===== src/logic/dcm_pkg.sv =====
// shared constants and types for the discrete command and mode logic
package dcm_pkg;

    localparam int unsigned CLK_FREQ_HZ = 25_000_000;
    // least contact-stable time before a change is accepted
    localparam int unsigned DEB_TIME_US = 5_000;
    localparam int unsigned DEB_CYCLES_CALC =
        int'((64'(DEB_TIME_US) * 64'(CLK_FREQ_HZ) + 64'd999_999) / 64'd1_000_000);
    localparam int unsigned DEB_CYCLES = (DEB_CYCLES_CALC < 1) ? 1 : DEB_CYCLES_CALC;

    localparam int unsigned REF_W_DEF = 16;
    localparam int unsigned NUM_CONTACTS = 7;

    // bit positions of the discrete contacts in the debounced vector
    localparam int unsigned CT_BRK_AUX = 0;
    localparam int unsigned CT_BASE_LOAD = 1;
    localparam int unsigned CT_LOAD_GEN = 2;
    localparam int unsigned CT_MULTI = 3;
    localparam int unsigned CT_RAISE = 4;
    localparam int unsigned CT_LOWER = 5;
    localparam int unsigned CT_RATED = 6;

    localparam logic [15:0] REF_RESET_VAL = 16'h0000;

    typedef enum logic [2:0] {
        MODE_DROOP = 3'b001,
        MODE_ISO = 3'b010,
        MODE_BASE = 3'b100
    } dcm_mode_type;

    typedef enum logic [3:0] {
        CFN_NONE = 4'b0001,
        CFN_ALT_DYN = 4'b0010,
        CFN_SECOND_RAMP = 4'b0100,
        CFN_ALARM_CLEAR = 4'b1000
    } dcm_cfunc_type;

endpackage : dcm_pkg


===== src/logic/dcm_ramp_if.sv =====
// command bundle between the mode logic and one reference ramp
`timescale 1ns/1ps
interface dcm_ramp_if #(
    parameter int unsigned W = 16
);
    logic up;
    logic down;
    logic load;
    logic [W-1:0] step;
    logic [W-1:0] lo;
    logic [W-1:0] hi;
    logic [W-1:0] load_val;
    logic [W-1:0] value;

    modport ctrl (output up, down, load, step, lo, hi, load_val, input value);
    modport ramp (input up, down, load, step, lo, hi, load_val, output value);
endinterface : dcm_ramp_if


===== src/logic/dcm_mode_logic.sv =====
// contact inputs to governor modes, load ramp targets and reference commands
`timescale 1ns/1ps
// Summary of operation
// - Breaker-auxiliary true selects isochronous with load control; false selects droop.
// - Base-load true runs base-load operation and disables load sharing.
// - Base-load false allows load sharing once unit loading is matched.
// - Base-load and load-generator are ignored unless breaker-auxiliary is true.
// - Load-generator true ramps load target toward sharing or base load.
// - Load-generator false ramps to unload trip, then one breaker-open pulse.
// - Alarm-clear option gives the multi-function contact the alarm-clear role.
// - Otherwise contact serves second load ramp, else second dynamics, else nothing.
// - Second dynamics from contact alone, from breaker-aux when combined, else none.
// - Raise steps speed reference in droop/iso, baseload reference in base.
// - Speed raising stops at the raise-speed (maximum) limit.
// - Baseload reference rises at set rates, capped at rated load.
// - Raise released: reference stops rising and holds.
// - Lower steps speed reference in droop/iso, baseload reference in base.
// - Lowering stops at lower-speed limit or unload trip, at set rate.
// - Lower released: reference stops falling and holds.
// - Raise and lower held together enable the remote reference.
// - Remote reference goes to speed or baseload per current mode.
// - Rated-speed deselected: raise and lower are disregarded.
// - In droop, raise lifts fuel demand and load through speed reference.
// - Rated true ramps speed to rated over accel; false to idle.
module dcm_mode_logic #(
    parameter int unsigned REF_W = dcm_pkg::REF_W_DEF,
    parameter int unsigned DEB_CYC = dcm_pkg::DEB_CYCLES
) (
    input wire logic i_ref_clk,
    input wire logic i_rst,
    input wire logic i_breaker_auxiliary_input,
    input wire logic i_base_load_input,
    input wire logic i_load_gen_input,
    input wire logic i_multi_contact_input,
    input wire logic i_raise_input,
    input wire logic i_lower_input,
    input wire logic i_rated_speed_input,
    input wire logic i_contact_as_alarm_clear_option,
    input wire logic i_alternate_dynamics_option,
    input wire logic i_contact_as_second_ramp_option,
    input wire logic i_load_matched,
    input wire logic [REF_W-1:0] i_raise_speed_limit,
    input wire logic [REF_W-1:0] i_lower_speed_limit,
    input wire logic [REF_W-1:0] i_rated_speed_point,
    input wire logic [REF_W-1:0] i_idle_speed_point,
    input wire logic [REF_W-1:0] i_accel_step,
    input wire logic [REF_W-1:0] i_decel_step,
    input wire logic [REF_W-1:0] i_speed_raise_rate,
    input wire logic [REF_W-1:0] i_lower_rate,
    input wire logic [REF_W-1:0] i_base_raise_rate,
    input wire logic [REF_W-1:0] i_rated_load_limit,
    input wire logic [REF_W-1:0] i_unload_trip_level,
    input wire logic [REF_W-1:0] i_share_load_target,
    input wire logic [REF_W-1:0] i_load_ramp_rate,
    input wire logic [REF_W-1:0] i_second_load_ramp_rate,
    input wire logic [REF_W-1:0] i_remote_ref,
    output dcm_pkg::dcm_mode_type o_mode,
    output dcm_pkg::dcm_cfunc_type o_contact_func,
    output logic o_load_share_en,
    output logic o_breaker_open,
    output logic o_second_dynamics,
    output logic o_alarm_clear,
    output logic o_second_ramp_sel,
    output logic o_speed_raise,
    output logic o_speed_lower,
    output logic o_base_raise,
    output logic o_base_lower,
    output logic o_remote_ref_en,
    output logic o_remote_to_base,
    output logic [REF_W-1:0] o_speed_ref,
    output logic [REF_W-1:0] o_base_ref,
    output logic [REF_W-1:0] o_load_target
);
    import dcm_pkg::*;

    // refused at elaboration, before any logic is built
    if (REF_W < 8 || REF_W > 16 || DEB_CYC < 1) begin : g_bad_param
        $error("dcm_mode_logic: REF_W must be 8 to 16 and DEB_CYC at least 1");
    end

    logic [NUM_CONTACTS-1:0] raw;
    logic [NUM_CONTACTS-1:0] db;
    logic brk;
    logic base_in;
    logic ldgen;
    logic cont_d;
    logic raise_in;
    logic lower_in;
    logic rated;

    assign raw = {i_rated_speed_input, i_lower_input, i_raise_input, i_multi_contact_input,
                  i_load_gen_input, i_base_load_input, i_breaker_auxiliary_input};

    dcm_debounce #(
        .N(NUM_CONTACTS),
        .CYC(DEB_CYC)
    ) u_deb (
        .i_ref_clk(i_ref_clk),
        .i_rst(i_rst),
        .i_raw(raw),
        .o_clean(db)
    );

    assign brk = db[CT_BRK_AUX];
    assign base_in = db[CT_BASE_LOAD];
    assign ldgen = db[CT_LOAD_GEN];
    assign cont_d = db[CT_MULTI];
    assign raise_in = db[CT_RAISE];
    assign lower_in = db[CT_LOWER];
    assign rated = db[CT_RATED];

    // mode selection
    dcm_mode_type mode_r;
    dcm_mode_type mode_nxt;
    logic base_mode;

    always_comb begin
        if (!brk) begin
            mode_nxt = MODE_DROOP;
        end else if (base_in) begin
            mode_nxt = MODE_BASE;
        end else begin
            mode_nxt = MODE_ISO;
        end
    end

    always_ff @(posedge i_ref_clk or posedge i_rst) begin
        if (i_rst) begin
            mode_r <= MODE_DROOP;
            o_load_share_en <= 1'b0;
        end else begin
            mode_r <= mode_nxt;
            o_load_share_en <= brk && !base_in && i_load_matched;
        end
    end

    assign o_mode = mode_r;
    assign base_mode = (mode_r == MODE_BASE);

    // multi-function contact role
    function automatic dcm_cfunc_type contact_role(input logic clr, input logic alt,
                                                   input logic ramp2);
        if (clr) begin
            contact_role = CFN_ALARM_CLEAR;
        end else if (ramp2) begin
            contact_role = CFN_SECOND_RAMP;
        end else if (alt) begin
            contact_role = CFN_ALT_DYN;
        end else begin
            contact_role = CFN_NONE;
        end
    endfunction : contact_role

    dcm_cfunc_type cfunc;
    logic dyn_nxt;

    assign cfunc = contact_role(i_contact_as_alarm_clear_option, i_alternate_dynamics_option,
                                i_contact_as_second_ramp_option);

    always_comb begin
        if (!i_alternate_dynamics_option) begin
            dyn_nxt = 1'b0;
        end else if (i_contact_as_alarm_clear_option || i_contact_as_second_ramp_option) begin
            dyn_nxt = brk;
        end else begin
            dyn_nxt = cont_d;
        end
    end

    // alarm clear is a level, held as long as the contact stays closed
    always_ff @(posedge i_ref_clk or posedge i_rst) begin
        if (i_rst) begin
            o_contact_func <= CFN_NONE;
            o_second_dynamics <= 1'b0;
            o_alarm_clear <= 1'b0;
            o_second_ramp_sel <= 1'b0;
        end else begin
            o_contact_func <= cfunc;
            o_second_dynamics <= dyn_nxt;
            o_alarm_clear <= (cfunc == CFN_ALARM_CLEAR) && cont_d;
            o_second_ramp_sel <= (cfunc == CFN_SECOND_RAMP) && cont_d;
        end
    end

    // raise/lower/remote decode, all gated by rated speed
    logic remote_en;
    logic raise_cmd;
    logic lower_cmd;

    assign remote_en = rated && raise_in && lower_in;
    assign raise_cmd = rated && raise_in && !lower_in;
    assign lower_cmd = rated && lower_in && !raise_in;

    always_ff @(posedge i_ref_clk or posedge i_rst) begin
        if (i_rst) begin
            o_speed_raise <= 1'b0;
            o_speed_lower <= 1'b0;
            o_base_raise <= 1'b0;
            o_base_lower <= 1'b0;
            o_remote_ref_en <= 1'b0;
            o_remote_to_base <= 1'b0;
        end else begin
            o_speed_raise <= raise_cmd && !base_mode;
            o_speed_lower <= lower_cmd && !base_mode;
            o_base_raise <= raise_cmd && base_mode;
            o_base_lower <= lower_cmd && base_mode;
            o_remote_ref_en <= remote_en;
            o_remote_to_base <= remote_en && base_mode;
        end
    end

    // speed reference
    dcm_ramp_if #(.W(REF_W)) spd_if ();
    logic at_rated_r;

    always_ff @(posedge i_ref_clk or posedge i_rst) begin
        if (i_rst) begin
            at_rated_r <= 1'b0;
        end else if (!rated) begin
            at_rated_r <= 1'b0;
        end else if (spd_if.value == i_rated_speed_point) begin
            at_rated_r <= 1'b1;
        end
    end

    always_comb begin
        spd_if.up = 1'b0;
        spd_if.down = 1'b0;
        spd_if.load = 1'b0;
        spd_if.step = '0;
        spd_if.lo = i_lower_speed_limit;
        spd_if.hi = i_raise_speed_limit;
        spd_if.load_val = i_remote_ref;
        if (!rated) begin
            spd_if.lo = i_idle_speed_point;
            spd_if.hi = i_idle_speed_point;
            spd_if.up = spd_if.value < i_idle_speed_point;
            spd_if.down = spd_if.value > i_idle_speed_point;
            spd_if.step = spd_if.down ? i_decel_step : i_accel_step;
        end else if (!at_rated_r) begin
            spd_if.lo = i_rated_speed_point;
            spd_if.hi = i_rated_speed_point;
            spd_if.up = spd_if.value < i_rated_speed_point;
            spd_if.down = spd_if.value > i_rated_speed_point;
            spd_if.step = spd_if.up ? i_accel_step : i_decel_step;
        end else if (!base_mode) begin
            spd_if.load = remote_en;
            spd_if.up = raise_cmd;
            spd_if.down = lower_cmd;
            spd_if.step = raise_cmd ? i_speed_raise_rate : i_lower_rate;
        end
    end

    dcm_ramp #(.W(REF_W)) u_spd (
        .i_ref_clk(i_ref_clk),
        .i_rst(i_rst),
        .rp(spd_if.ramp)
    );

    // baseload reference
    dcm_ramp_if #(.W(REF_W)) base_if ();

    always_comb begin
        base_if.lo = i_unload_trip_level;
        base_if.hi = i_rated_load_limit;
        base_if.load_val = i_remote_ref;
        base_if.load = remote_en && base_mode;
        base_if.up = raise_cmd && base_mode;
        base_if.down = lower_cmd && base_mode;
        base_if.step = base_if.up ? i_base_raise_rate : i_lower_rate;
    end

    dcm_ramp #(.W(REF_W)) u_base (
        .i_ref_clk(i_ref_clk),
        .i_rst(i_rst),
        .rp(base_if.ramp)
    );

    // load control target
    dcm_ramp_if #(.W(REF_W)) load_if ();
    logic [REF_W-1:0] load_goal;
    logic unloading;
    logic opened_r;
    logic open_nxt;

    assign unloading = brk && !ldgen;
    assign load_goal = !ldgen ? i_unload_trip_level :
                       (base_mode ? base_if.value : i_share_load_target);

    always_comb begin
        load_if.lo = load_goal;
        load_if.hi = load_goal;
        load_if.load_val = i_unload_trip_level;
        // in droop the target parks at the unload level so a later close starts low
        load_if.load = !brk;
        load_if.up = brk && (load_if.value < load_goal);
        load_if.down = brk && (load_if.value > load_goal);
        load_if.step = o_second_ramp_sel ? i_second_load_ramp_rate : i_load_ramp_rate;
    end

    dcm_ramp #(.W(REF_W)) u_load (
        .i_ref_clk(i_ref_clk),
        .i_rst(i_rst),
        .rp(load_if.ramp)
    );

    assign open_nxt = unloading && !opened_r && (load_if.value <= i_unload_trip_level);

    // latch prevents a repeat pulse while the target rests at the trip level
    always_ff @(posedge i_ref_clk or posedge i_rst) begin
        if (i_rst) begin
            opened_r <= 1'b0;
            o_breaker_open <= 1'b0;
        end else begin
            opened_r <= unloading && (opened_r || open_nxt);
            o_breaker_open <= open_nxt;
        end
    end

    assign o_speed_ref = spd_if.value;
    assign o_base_ref = base_if.value;
    assign o_load_target = load_if.value;
endmodule : dcm_mode_logic


===== src/logic/dcm_debounce.sv =====
// two-flop synchroniser and stable-time filter for each contact
`timescale 1ns/1ps
module dcm_debounce #(
    parameter int unsigned N = 7,
    parameter int unsigned CYC = 125_000
) (
    input wire logic i_ref_clk,
    input wire logic i_rst,
    input wire logic [N-1:0] i_raw,
    output logic [N-1:0] o_clean
);
    import dcm_pkg::*;

    localparam int unsigned CW = $clog2(CYC + 1);

    // refused at elaboration, before any logic is built
    if (N < 1 || CYC < 1) begin : g_bad_param
        $error("dcm_debounce: N and CYC must be at least 1");
    end

    genvar g;
    generate
        for (g = 0; g < N; g++) begin : g_ch
            logic meta_r;
            logic sync_r;
            logic [CW-1:0] cnt_r;
            // first flop feeds only the second
            always_ff @(posedge i_ref_clk or posedge i_rst) begin
                if (i_rst) begin
                    meta_r <= 1'b0;
                    sync_r <= 1'b0;
                end else begin
                    meta_r <= i_raw[g];
                    sync_r <= meta_r;
                end
            end
            // any bounce restarts the count, so a chattering contact never flips
            always_ff @(posedge i_ref_clk or posedge i_rst) begin
                if (i_rst) begin
                    cnt_r <= '0;
                    o_clean[g] <= 1'b0;
                end else if (sync_r == o_clean[g]) begin
                    cnt_r <= '0;
                end else if (cnt_r == CW'(CYC - 1)) begin
                    cnt_r <= '0;
                    o_clean[g] <= sync_r;
                end else begin
                    cnt_r <= cnt_r + CW'(1);
                end
            end
        end
    endgenerate
endmodule : dcm_debounce


===== src/logic/dcm_ramp.sv =====
// one reference ramp: bounded step up or down, hold, or direct load
`timescale 1ns/1ps
module dcm_ramp #(
    parameter int unsigned W = 16
) (
    input wire logic i_ref_clk,
    input wire logic i_rst,
    dcm_ramp_if.ramp rp
);
    import dcm_pkg::*;

    logic [W-1:0] value_r;
    logic [W-1:0] value_nxt;
    logic [W:0] sum;

    // refused at elaboration, before any logic is built
    if (W < 8 || W > 16) begin : g_bad_param
        $error("dcm_ramp: W must be 8 to 16");
    end

    always_comb begin
        sum = {1'b0, value_r} + {1'b0, rp.step};
        value_nxt = value_r;
        if (rp.load) begin
            value_nxt = rp.load_val;
        end else if (rp.up && value_r < rp.hi) begin
            value_nxt = (sum > {1'b0, rp.hi}) ? rp.hi : sum[W-1:0];
        end else if (rp.down && value_r > rp.lo) begin
            value_nxt = ((value_r - rp.lo) < rp.step) ? rp.lo : value_r - rp.step;
        end
    end

    // no command means the value simply stays
    always_ff @(posedge i_ref_clk or posedge i_rst) begin
        if (i_rst) begin
            value_r <= REF_RESET_VAL[W-1:0];
        end else begin
            value_r <= value_nxt;
        end
    end

    assign rp.value = value_r;
endmodule : dcm_ramp


===== config.mk =====
export PLATFORM = sky130hd
export DESIGN_NAME = dcm_mode_logic
export DESIGN_NICKNAME = d
export VERILOG_FILES = /design/src/logic/dcm_pkg.sv /design/src/logic/dcm_ramp_if.sv /design/src/logic/dcm_mode_logic.sv /design/src/logic/dcm_debounce.sv /design/src/logic/dcm_ramp.sv
export SDC_FILE = /design/constraint.sdc
export NUM_CORES = 1
export LEC_CHECK = 0
export BUFFER_PORTS_ARGS = -buffer_cell sky130_fd_sc_hd__buf_2
export CAP_MARGIN = 40
export CELL_PAD_IN_SITES_DETAIL_PLACEMENT = 1
export CELL_PAD_IN_SITES_GLOBAL_PLACEMENT = 1
export CORE_MARGIN = 2
export CORE_UTILIZATION = 34
export CTS_BUF_LIST = sky130_fd_sc_hd__clkbuf_8
export CTS_CLUSTER_DIAMETER = 60
export DETAILED_ROUTE_END_ITERATION = 8
export MAX_ROUTING_LAYER = met4
export PLACE_DENSITY_LB_ADDON = 0.15
export SETUP_SLACK_MARGIN = 0.1
export SLEW_MARGIN = 20
export SYNTH_ARGS = -nofsm -noshare
export SYNTH_HDL_FRONTEND = slang
export SYNTH_HIERARCHICAL = 1
export SYNTH_SLANG_ARGS = --single-unit
export TNS_END_PERCENT = 5

===== constraint.sdc =====
create_clock -name i_ref_clk -period 10.7 [get_ports i_ref_clk]
set_clock_uncertainty 0.15 [all_clocks]
set_input_delay 1.07 -clock i_ref_clk [delete_from_list [all_inputs] [get_ports i_ref_clk]]
set_output_delay 1.07 -clock i_ref_clk [all_outputs]
set_load 0.01 [all_outputs]

# Word-level counts from Yosys, hierarchy flattened
# Index checks and enable logic that the tools add are counted.
dict set report totals {
  register_bits 208
  latch_bits 0
  ramBits 0
  rom_bits 0
  in_bits 253
  output_inout_bits 66
  elab_cells 210
  mem_count 0
}
dict set report classes {
  addsub 16
  mul 0
  div 0
  magnitude_cmp 17
  n_eq_ne 20
  n_shift 0
  n_mux 61
  bitwise 7
  n_reduce_logical 43
}
# operator count
set ops {}
lappend ops {{16-bit 2-to-1 mux} 29}
lappend ops {{17-bit 2-to-1 mux} 14}
lappend ops {{16-bit < comparator} 8}
lappend ops {{17-bit by 1-bit adder with 17-bit output (second input constant)} 7}
lappend ops {{17-bit equality test (second input constant)} 7}
lappend ops {{16-bit subtractor} 6}
lappend ops {{16-bit > comparator} 5}
lappend ops {{16-bit by 16-bit adder with 17-bit output} 3}
lappend ops {{17-bit by 16-bit > comparator with 1-bit output} 3}
lappend ops {{1-bit logical AND} 26}
lappend ops {{16-bit equality test} 1}
lappend ops {{16-bit <= comparator} 1}
lappend ops {{2-bit AND reduction} 7}
lappend ops {{1-bit 2-to-1 mux} 13}
lappend ops {{3-bit 2-to-1 mux} 3}
lappend ops {{1-bit equality test} 7}
lappend ops {{1-bit NOT} 7}
lappend ops {{1-bit zero test} 6}
lappend ops {{3-bit nonzero test} 2}
lappend ops {{4-bit by 3-bit equality test with 1-bit output (second input constant)} 1}
lappend ops {{4-bit equality test (second input constant)} 1}
lappend ops {{4-bit 2-to-1 mux} 1}
lappend ops {{3-bit equality test (second input constant)} 1}
lappend ops {{3-bit by 1-bit != test with 1-bit output (second input constant)} 1}
lappend ops {{3 further kinds} 4}

# Longest topological paths before layout
dict set report depth {
  ltp_word 11
  ltp_mapped 31
  depth_no_buf 27
}

# Modules after synthesis
# The synthesis kept the hierarchy.
# module n_inst cells_each area_each_um2 seq_area_each_um2
set modules_own_cells {}
lappend modules_own_cells {{dcm_ramp at u_base ...} 2 625 4717.0 400.4}
lappend modules_own_cells {dcm_debounce 1 640 6583.8 3503.4}
lappend modules_own_cells {dcm_mode_logic 1 645 4529.3 503.0}
lappend modules_own_cells {{dcm_ramp at u_spd} 1 582 4483.0 400.4}

# Least setup slack after synthesis
# Ideal clock, no wire load.
dict set report synth_path {
  kind {input -> register}
  startpoint {in i_idle_speed_point[14]}
  endpoint {reg u_spd.value_r[0], in the netlist u_spd/rp.value[0]}
  setup_ns 0.137
  t_arrival_ns 6.952
  required_time_ns 10.413
  slack_ns 3.461
  stages 29
  path_buffers 2
  cell_sequence {inv_1 > ha_1 > nand4_1 > nor3_1 > a21boi_1 > or4b_1 > clkbuf_1 > and2_1 > o311ai_1 > inv_1 > ha_1 > inv_1 > a21oi_1 > o311ai_1 > a31oi_2 > o21ai_2 > a221o_1 > a221oi_4 > xnor2_1 > ha_1 > nand3_1 > or2_0 > or4_1 > a21oi_2 > nand2_1 > buf_4 > and2_1 > o31ai_1 > a21oi_1}
}
dict set report synth_via {
  elab_chain_cells 8
  elab_cells_between_ends 23
  cone_classes {add/sub (3); order compare (6); mux (11); reduce/logical (3)}
}
# element line
set synth_lines {}
lappend synth_lines {{start: declaration} dcm_mode_logic.sv:45} ;# input wire logic [REF_W-1:0] i_idle_speed_point,
lappend synth_lines {{16-bit > comparator *} dcm_mode_logic.sv:238} ;# spd_if.down = spd_if.value > i_idle_speed_point;
lappend synth_lines {{16-bit 2-to-1 mux *} dcm_mode_logic.sv:239} ;# spd_if.step = spd_if.down ? i_decel_step : i_accel_step;
lappend synth_lines {{16-bit 2-to-1 mux *} dcm_mode_logic.sv:234} ;# if (!rated) begin
lappend synth_lines {{net spd_if.step[1]} dcm_ramp_if.sv:9} ;# logic [W-1:0] step;
lappend synth_lines {{16-bit by 16-bit adder with 17-bit output or 16-bit < comparator (tied branches)} {dcm_ramp.sv:22, dcm_ramp.sv:29}}
lappend synth_lines {{17-bit by 16-bit > comparator with 1-bit output or 16-bit 2-to-1 mux (tied branches)} {dcm_ramp.sv:27, dcm_ramp.sv:29}}
lappend synth_lines {{16-bit 2-to-1 mux, on equally long branches} {dcm_ramp.sv:27, dcm_ramp.sv:28}}
lappend synth_lines {{16-bit 2-to-1 mux *} dcm_ramp.sv:26} ;# end else if (rp.up && value_r < rp.hi) begin
lappend synth_lines {{16-bit 2-to-1 mux *} dcm_ramp.sv:24} ;# if (rp.load) begin
lappend synth_lines {{end signal: assignment} dcm_ramp.sv:36} ;# value_r <= REF_RESET_VAL[W-1:0];
lappend synth_lines {{end signal: assignment} dcm_ramp.sv:38} ;# value_r <= value_nxt;
lappend synth_lines {{end: declaration} dcm_ramp.sv:12} ;# logic [W-1:0] value_r;
# The timed path passes the listed nets; every way through them passes the cells marked *. The select of a mux whose other input is x is not followed.
# A chain may end at the register's enable or synchronous reset.

# Worst setup path in the final report
dict set report layout_path {
  startpoint {reg u_spd.value_r[1], in the netlist u_spd/rp.value[1]}
  endpoint {reg u_spd.value_r[0], in the netlist u_spd/rp.value[0]}
}
dict set report layout_via {
  elab_chain_cells 9
  elab_cells_between_ends 27
  cone_classes {add/sub (3); order compare (8); mux (13); reduce/logical (3)}
}
# element line
set layout_lines {}
lappend layout_lines {{16-bit < comparator} dcm_mode_logic.sv:243} ;# spd_if.up = spd_if.value < i_rated_speed_point;
lappend layout_lines {{16-bit 2-to-1 mux} dcm_mode_logic.sv:245} ;# spd_if.step = spd_if.up ? i_accel_step : i_decel_step;
lappend layout_lines {{16-bit 2-to-1 mux} dcm_mode_logic.sv:240} ;# end else if (!at_rated_r) begin
lappend layout_lines {{16-bit 2-to-1 mux *} dcm_mode_logic.sv:234}
lappend layout_lines {{net spd_if.step[1]} dcm_ramp_if.sv:9}
lappend layout_lines {{16-bit by 16-bit adder with 17-bit output or 16-bit < comparator (tied branches)} {dcm_ramp.sv:22, dcm_ramp.sv:29}}
lappend layout_lines {{17-bit by 16-bit > comparator with 1-bit output or 16-bit 2-to-1 mux (tied branches)} {dcm_ramp.sv:27, dcm_ramp.sv:29}}
lappend layout_lines {{16-bit 2-to-1 mux, on equally long branches} {dcm_ramp.sv:27, dcm_ramp.sv:28}}
lappend layout_lines {{16-bit 2-to-1 mux *} dcm_ramp.sv:26}
lappend layout_lines {{16-bit 2-to-1 mux *} dcm_ramp.sv:24}
# Marked as above.

==> reports/metrics.cfg <==
[floorplanning]
die-width_um = 275
io_pins = 319
rows = 99
core-area_um2 = 73000
die-area_um2 = 75800
die_h_um = 275
start_util_pct = 34.3

[logic_synthesis]
synth_cell_type_count = 108
async_reset_ff_share_pct = 100
syn_nets = 3729
synth-seq-area-share_pct = 20.8
synthFlopType = dfrtp_1
synth_edf_count = 0
synth_warnings = 6
ys_seq_elements = 208
syn_inst = 3117
syn_area_per_cell_um2 = 8.03
synthesis.area_um2 = 25000

[routing]
drt-initial-drc-count = 1515
route.detailed.drc = 0
num_vias = 24972
wirelength_mm = 104
routed_via_density = 5.67
firstDrtPassIters = 5
antenna_left = 0
wl_per_cell_um = 23.6

[sta]
setup_slack_ns = 2.50
worstMarginPinSlew_ns = 0.867
setup_tns_ns = 0
period_needed_ns = 8.20
fmaxAchievable_mhz = 122
setup_viol = 0
finalCritPeriodShare_pct = 76.6
hold_violations = 0
rsz0062_at_grt = false
max-slew-margin-rel_pct = 42.0
drv_slew = 0

[pwr]
power_density_nw_per_um2 = 201
power_mw = 5.77
pwr-share-clk_pct = 16.7
pwr-share-seq_pct = 16.7
peakVddDrop_uv = 247
intPower_mw = 2.92
netSwitchingPower_mw = 2.85
p_leak_nw = 13.6
p_sw_share_pct = 49.4
p_comb_share_pct = 66.7

[placement]
place_hpwl_mm = 86.9
place_congestion = 0.971
port_buffers = 318
place_ws_ns = 1.94

[run_status]
status = finished clean

[clocking]
cts_hold_buf = 0
post_cts_buffers = 0
cts.clk_slew.worst_paths_ns = 0.06
clock_latency_ns = 0.64
clock-sinks = 208
root_buffer = clkbuf_8
cts_buffer_depth = 3
postCtsResizedCells = 0
htreeDepth = 2
cts_tree = built
cts_made_buffers = 44

[final_layout]
fin_nets = 4019
syn_to_final_growth_pct = 14.5
multi_input_area_um2 = 18200
drive_gt1_share_pct = 15.7
ff_latch_area_um2 = 5210
n_fill_cell = 8925

[setup_path]
critPathKind = register to register
endpoint_kind = register
cp-start-kind = register
crit_fanout = 16
critPathRequiredTime_ns = 11.01
worst-endpoint-arrival_ns = 8.51

[global_route]
grt_pass1_vias = 25881
antenna_found_initial = 7
grt_max_degree = 75
met2_usage_pct = 44.1
gr-usage-all-layers_pct = 27.5
use_met3_pct = 2.79
gr-usage-met1_pct = 36.2
gr-max-usage-layer = met2
grt_pass1_wl_mm = 156
grt-ovfl-total = 0

[flow_run]
max_cap_viol_count = 0

[worst_hold_path]
hp-class = register to register

[metal layers]
layer  vias to the layer above  share of wire (%)
met4                         0                3.5
li1                      11822                  -
met2                       648                 45
met3                       154                4.6
met5                         -                  0
met1                     12348                 47
[final cells by class]
cell class              count  share of cell area [%]
repair buffers            352                    6.69
clock buffers              50                    2.40
clock inverters            32                    1.06
inverters                 307                    4.04
multi-input cells        2494                    63.4
well taps                 959                    4.19
flip-flops and latches    208                    18.2
diodes                      5                  0.0436
[cell usage in the layout, fill, tap and decap left out, types with 27 or more instances in the layout]
cell type  instances
a211oi_1          48
a21o_1            73
a21oi_1          177
a311oi_1          32
a31oi_1           27
and3_1            33
buf_2            318
buf_4             29
clkbuf_8          50
dfrtp_1          205
ha_1             350
inv_1            318
mux2_2            31
mux2i_1           52
nand2_1          226
nand2b_1          29
nand3_1           82
nand4_1           66
nor2_1           342
nor2b_1           43
nor3_1            83
nor4_1            53
o21ai_0           89
xnor2_1          133
xor2_1            57
[final timing paths]
path / from / end / slack [ns] / depth (start not counted)
max: u_spd/rp.value[1]$_DFFE_PP0P_ / u_spd/rp.value[0]$_DFFE_PP0P_ / 2.50 / 27
min: u_deb/g_ch[4].meta_r$_DFF_PP0_ / u_deb/g_ch[4].sync_r$_DFF_PP0_ / 0.20 / 0
max reg2reg: u_spd/rp.value[1]$_DFFE_PP0P_ / u_spd/rp.value[0]$_DFFE_PP0P_ / 2.50 / 27
min reg2reg: u_deb/g_ch[4].meta_r$_DFF_PP0_ / u_deb/g_ch[4].sync_r$_DFF_PP0_ / 0.20 / 0
max in group asynchronous: i_rst / u_deb/g_ch[5].cnt_r[1]$_DFF_PP0_ / 8.77 / 4
min in group asynchronous: i_rst / at_rated_r$_DFFE_PP0P_ / 0.50 / 2
[worst max-delay path, cell delays in order (launching register included)]
cell and delay (ns):
dfrtp_1 0.58, ha_1 0.33, nor2b_1 0.14, o211ai_1 0.30, a21boi_1 0.15, or4b_1 0.57, and2_1 0.39, o311ai_1 0.77
inv_1 0.23, ha_1 0.36, inv_1 0.04, a21oi_1 0.23, o311ai_1 0.19, a31oi_2 0.29, o21ai_2 0.09, a221o_1 0.39
a221oi_4 0.33, xnor2_1 0.12, ha_1 0.31, nand3_1 0.09, or2_0 0.25, or4_1 0.52, a21oi_2 0.17, nand2_1 0.27
buf_16 0.26, and2_1 0.16, o31ai_1 0.22, a21oi_1 0.10
[power by group through the flow]
stage | Clock, mW | Sequential, mW | Combinational (mW)
global placement | 0 | 0.975 | 3.54
finish | 0.962 | 0.962 | 3.85
CTS | 1.00 | 0.963 | 3.79
floorplan | 0 | 0.941 | 2.59
detailed placement | 0 | 0.977 | 3.77
global route | 1.03 | 0.967 | 4.20
[flip-flops by register name, indices dropped and copies added, names as in the netlist, 3 cells and up]
name / cells
u_deb/o_clean: 7
o_mode: 3
u_load/rp.value: 16
u_spd/rp.value: 16
u_deb/g_ch.sync_r: 7
u_deb/g_ch.meta_r: 7
o_contact_func: 4
u_base/rp.value: 16
u_deb/g_ch.cnt_r: 119
[per-stage QoR]
step / cell area [um^2] / utilization, % / hold slack, ns / cells
after global placement: 27500 / 37.7 / 0.188 / 4315
after CTS: 28700 / 39.3 / 0.202 / 4402
after global routing: 28700 / 39.3 / 0.206 / 4407
final: 28700 / 39.3 / 0.200 / 4407
after detailed placement: 27700 / 37.9 / 0.189 / 4320
after floorplan: 25000 / - / 0.181 / 3117
[synth_stat cells (48+ instances only)]
cell        n  area, um^2
dfrtp_1   206        5150
mux2i_1    52         521
nand4_1    66         413
nand3_1    82         410
a211oi_1   48         360
xor2_1     57         499
ha_1      350        4380
xnor2_1   133        1160
nor3_1     83         415
a21o_1     73         548
nand2_1   226         848
clkbuf_1   70         263
a21oi_1   177         886
inv_1     304        1140
nor2_1    343        1290
nor4_1     53         332
o21ai_0    89         445
[cells by family after synthesis]
family                     synth area share [%]
xor gates and xnor gates                   6.78
adders and majority gates                  18.2
buffers and inverters                      6.70
AOI/OAI and AO/OA                          20.8
and+or+nand+nor                            22.2
muxes                                      4.51
DFF                                        20.8
No activity file was read; power rests on OpenSTA's default activity.
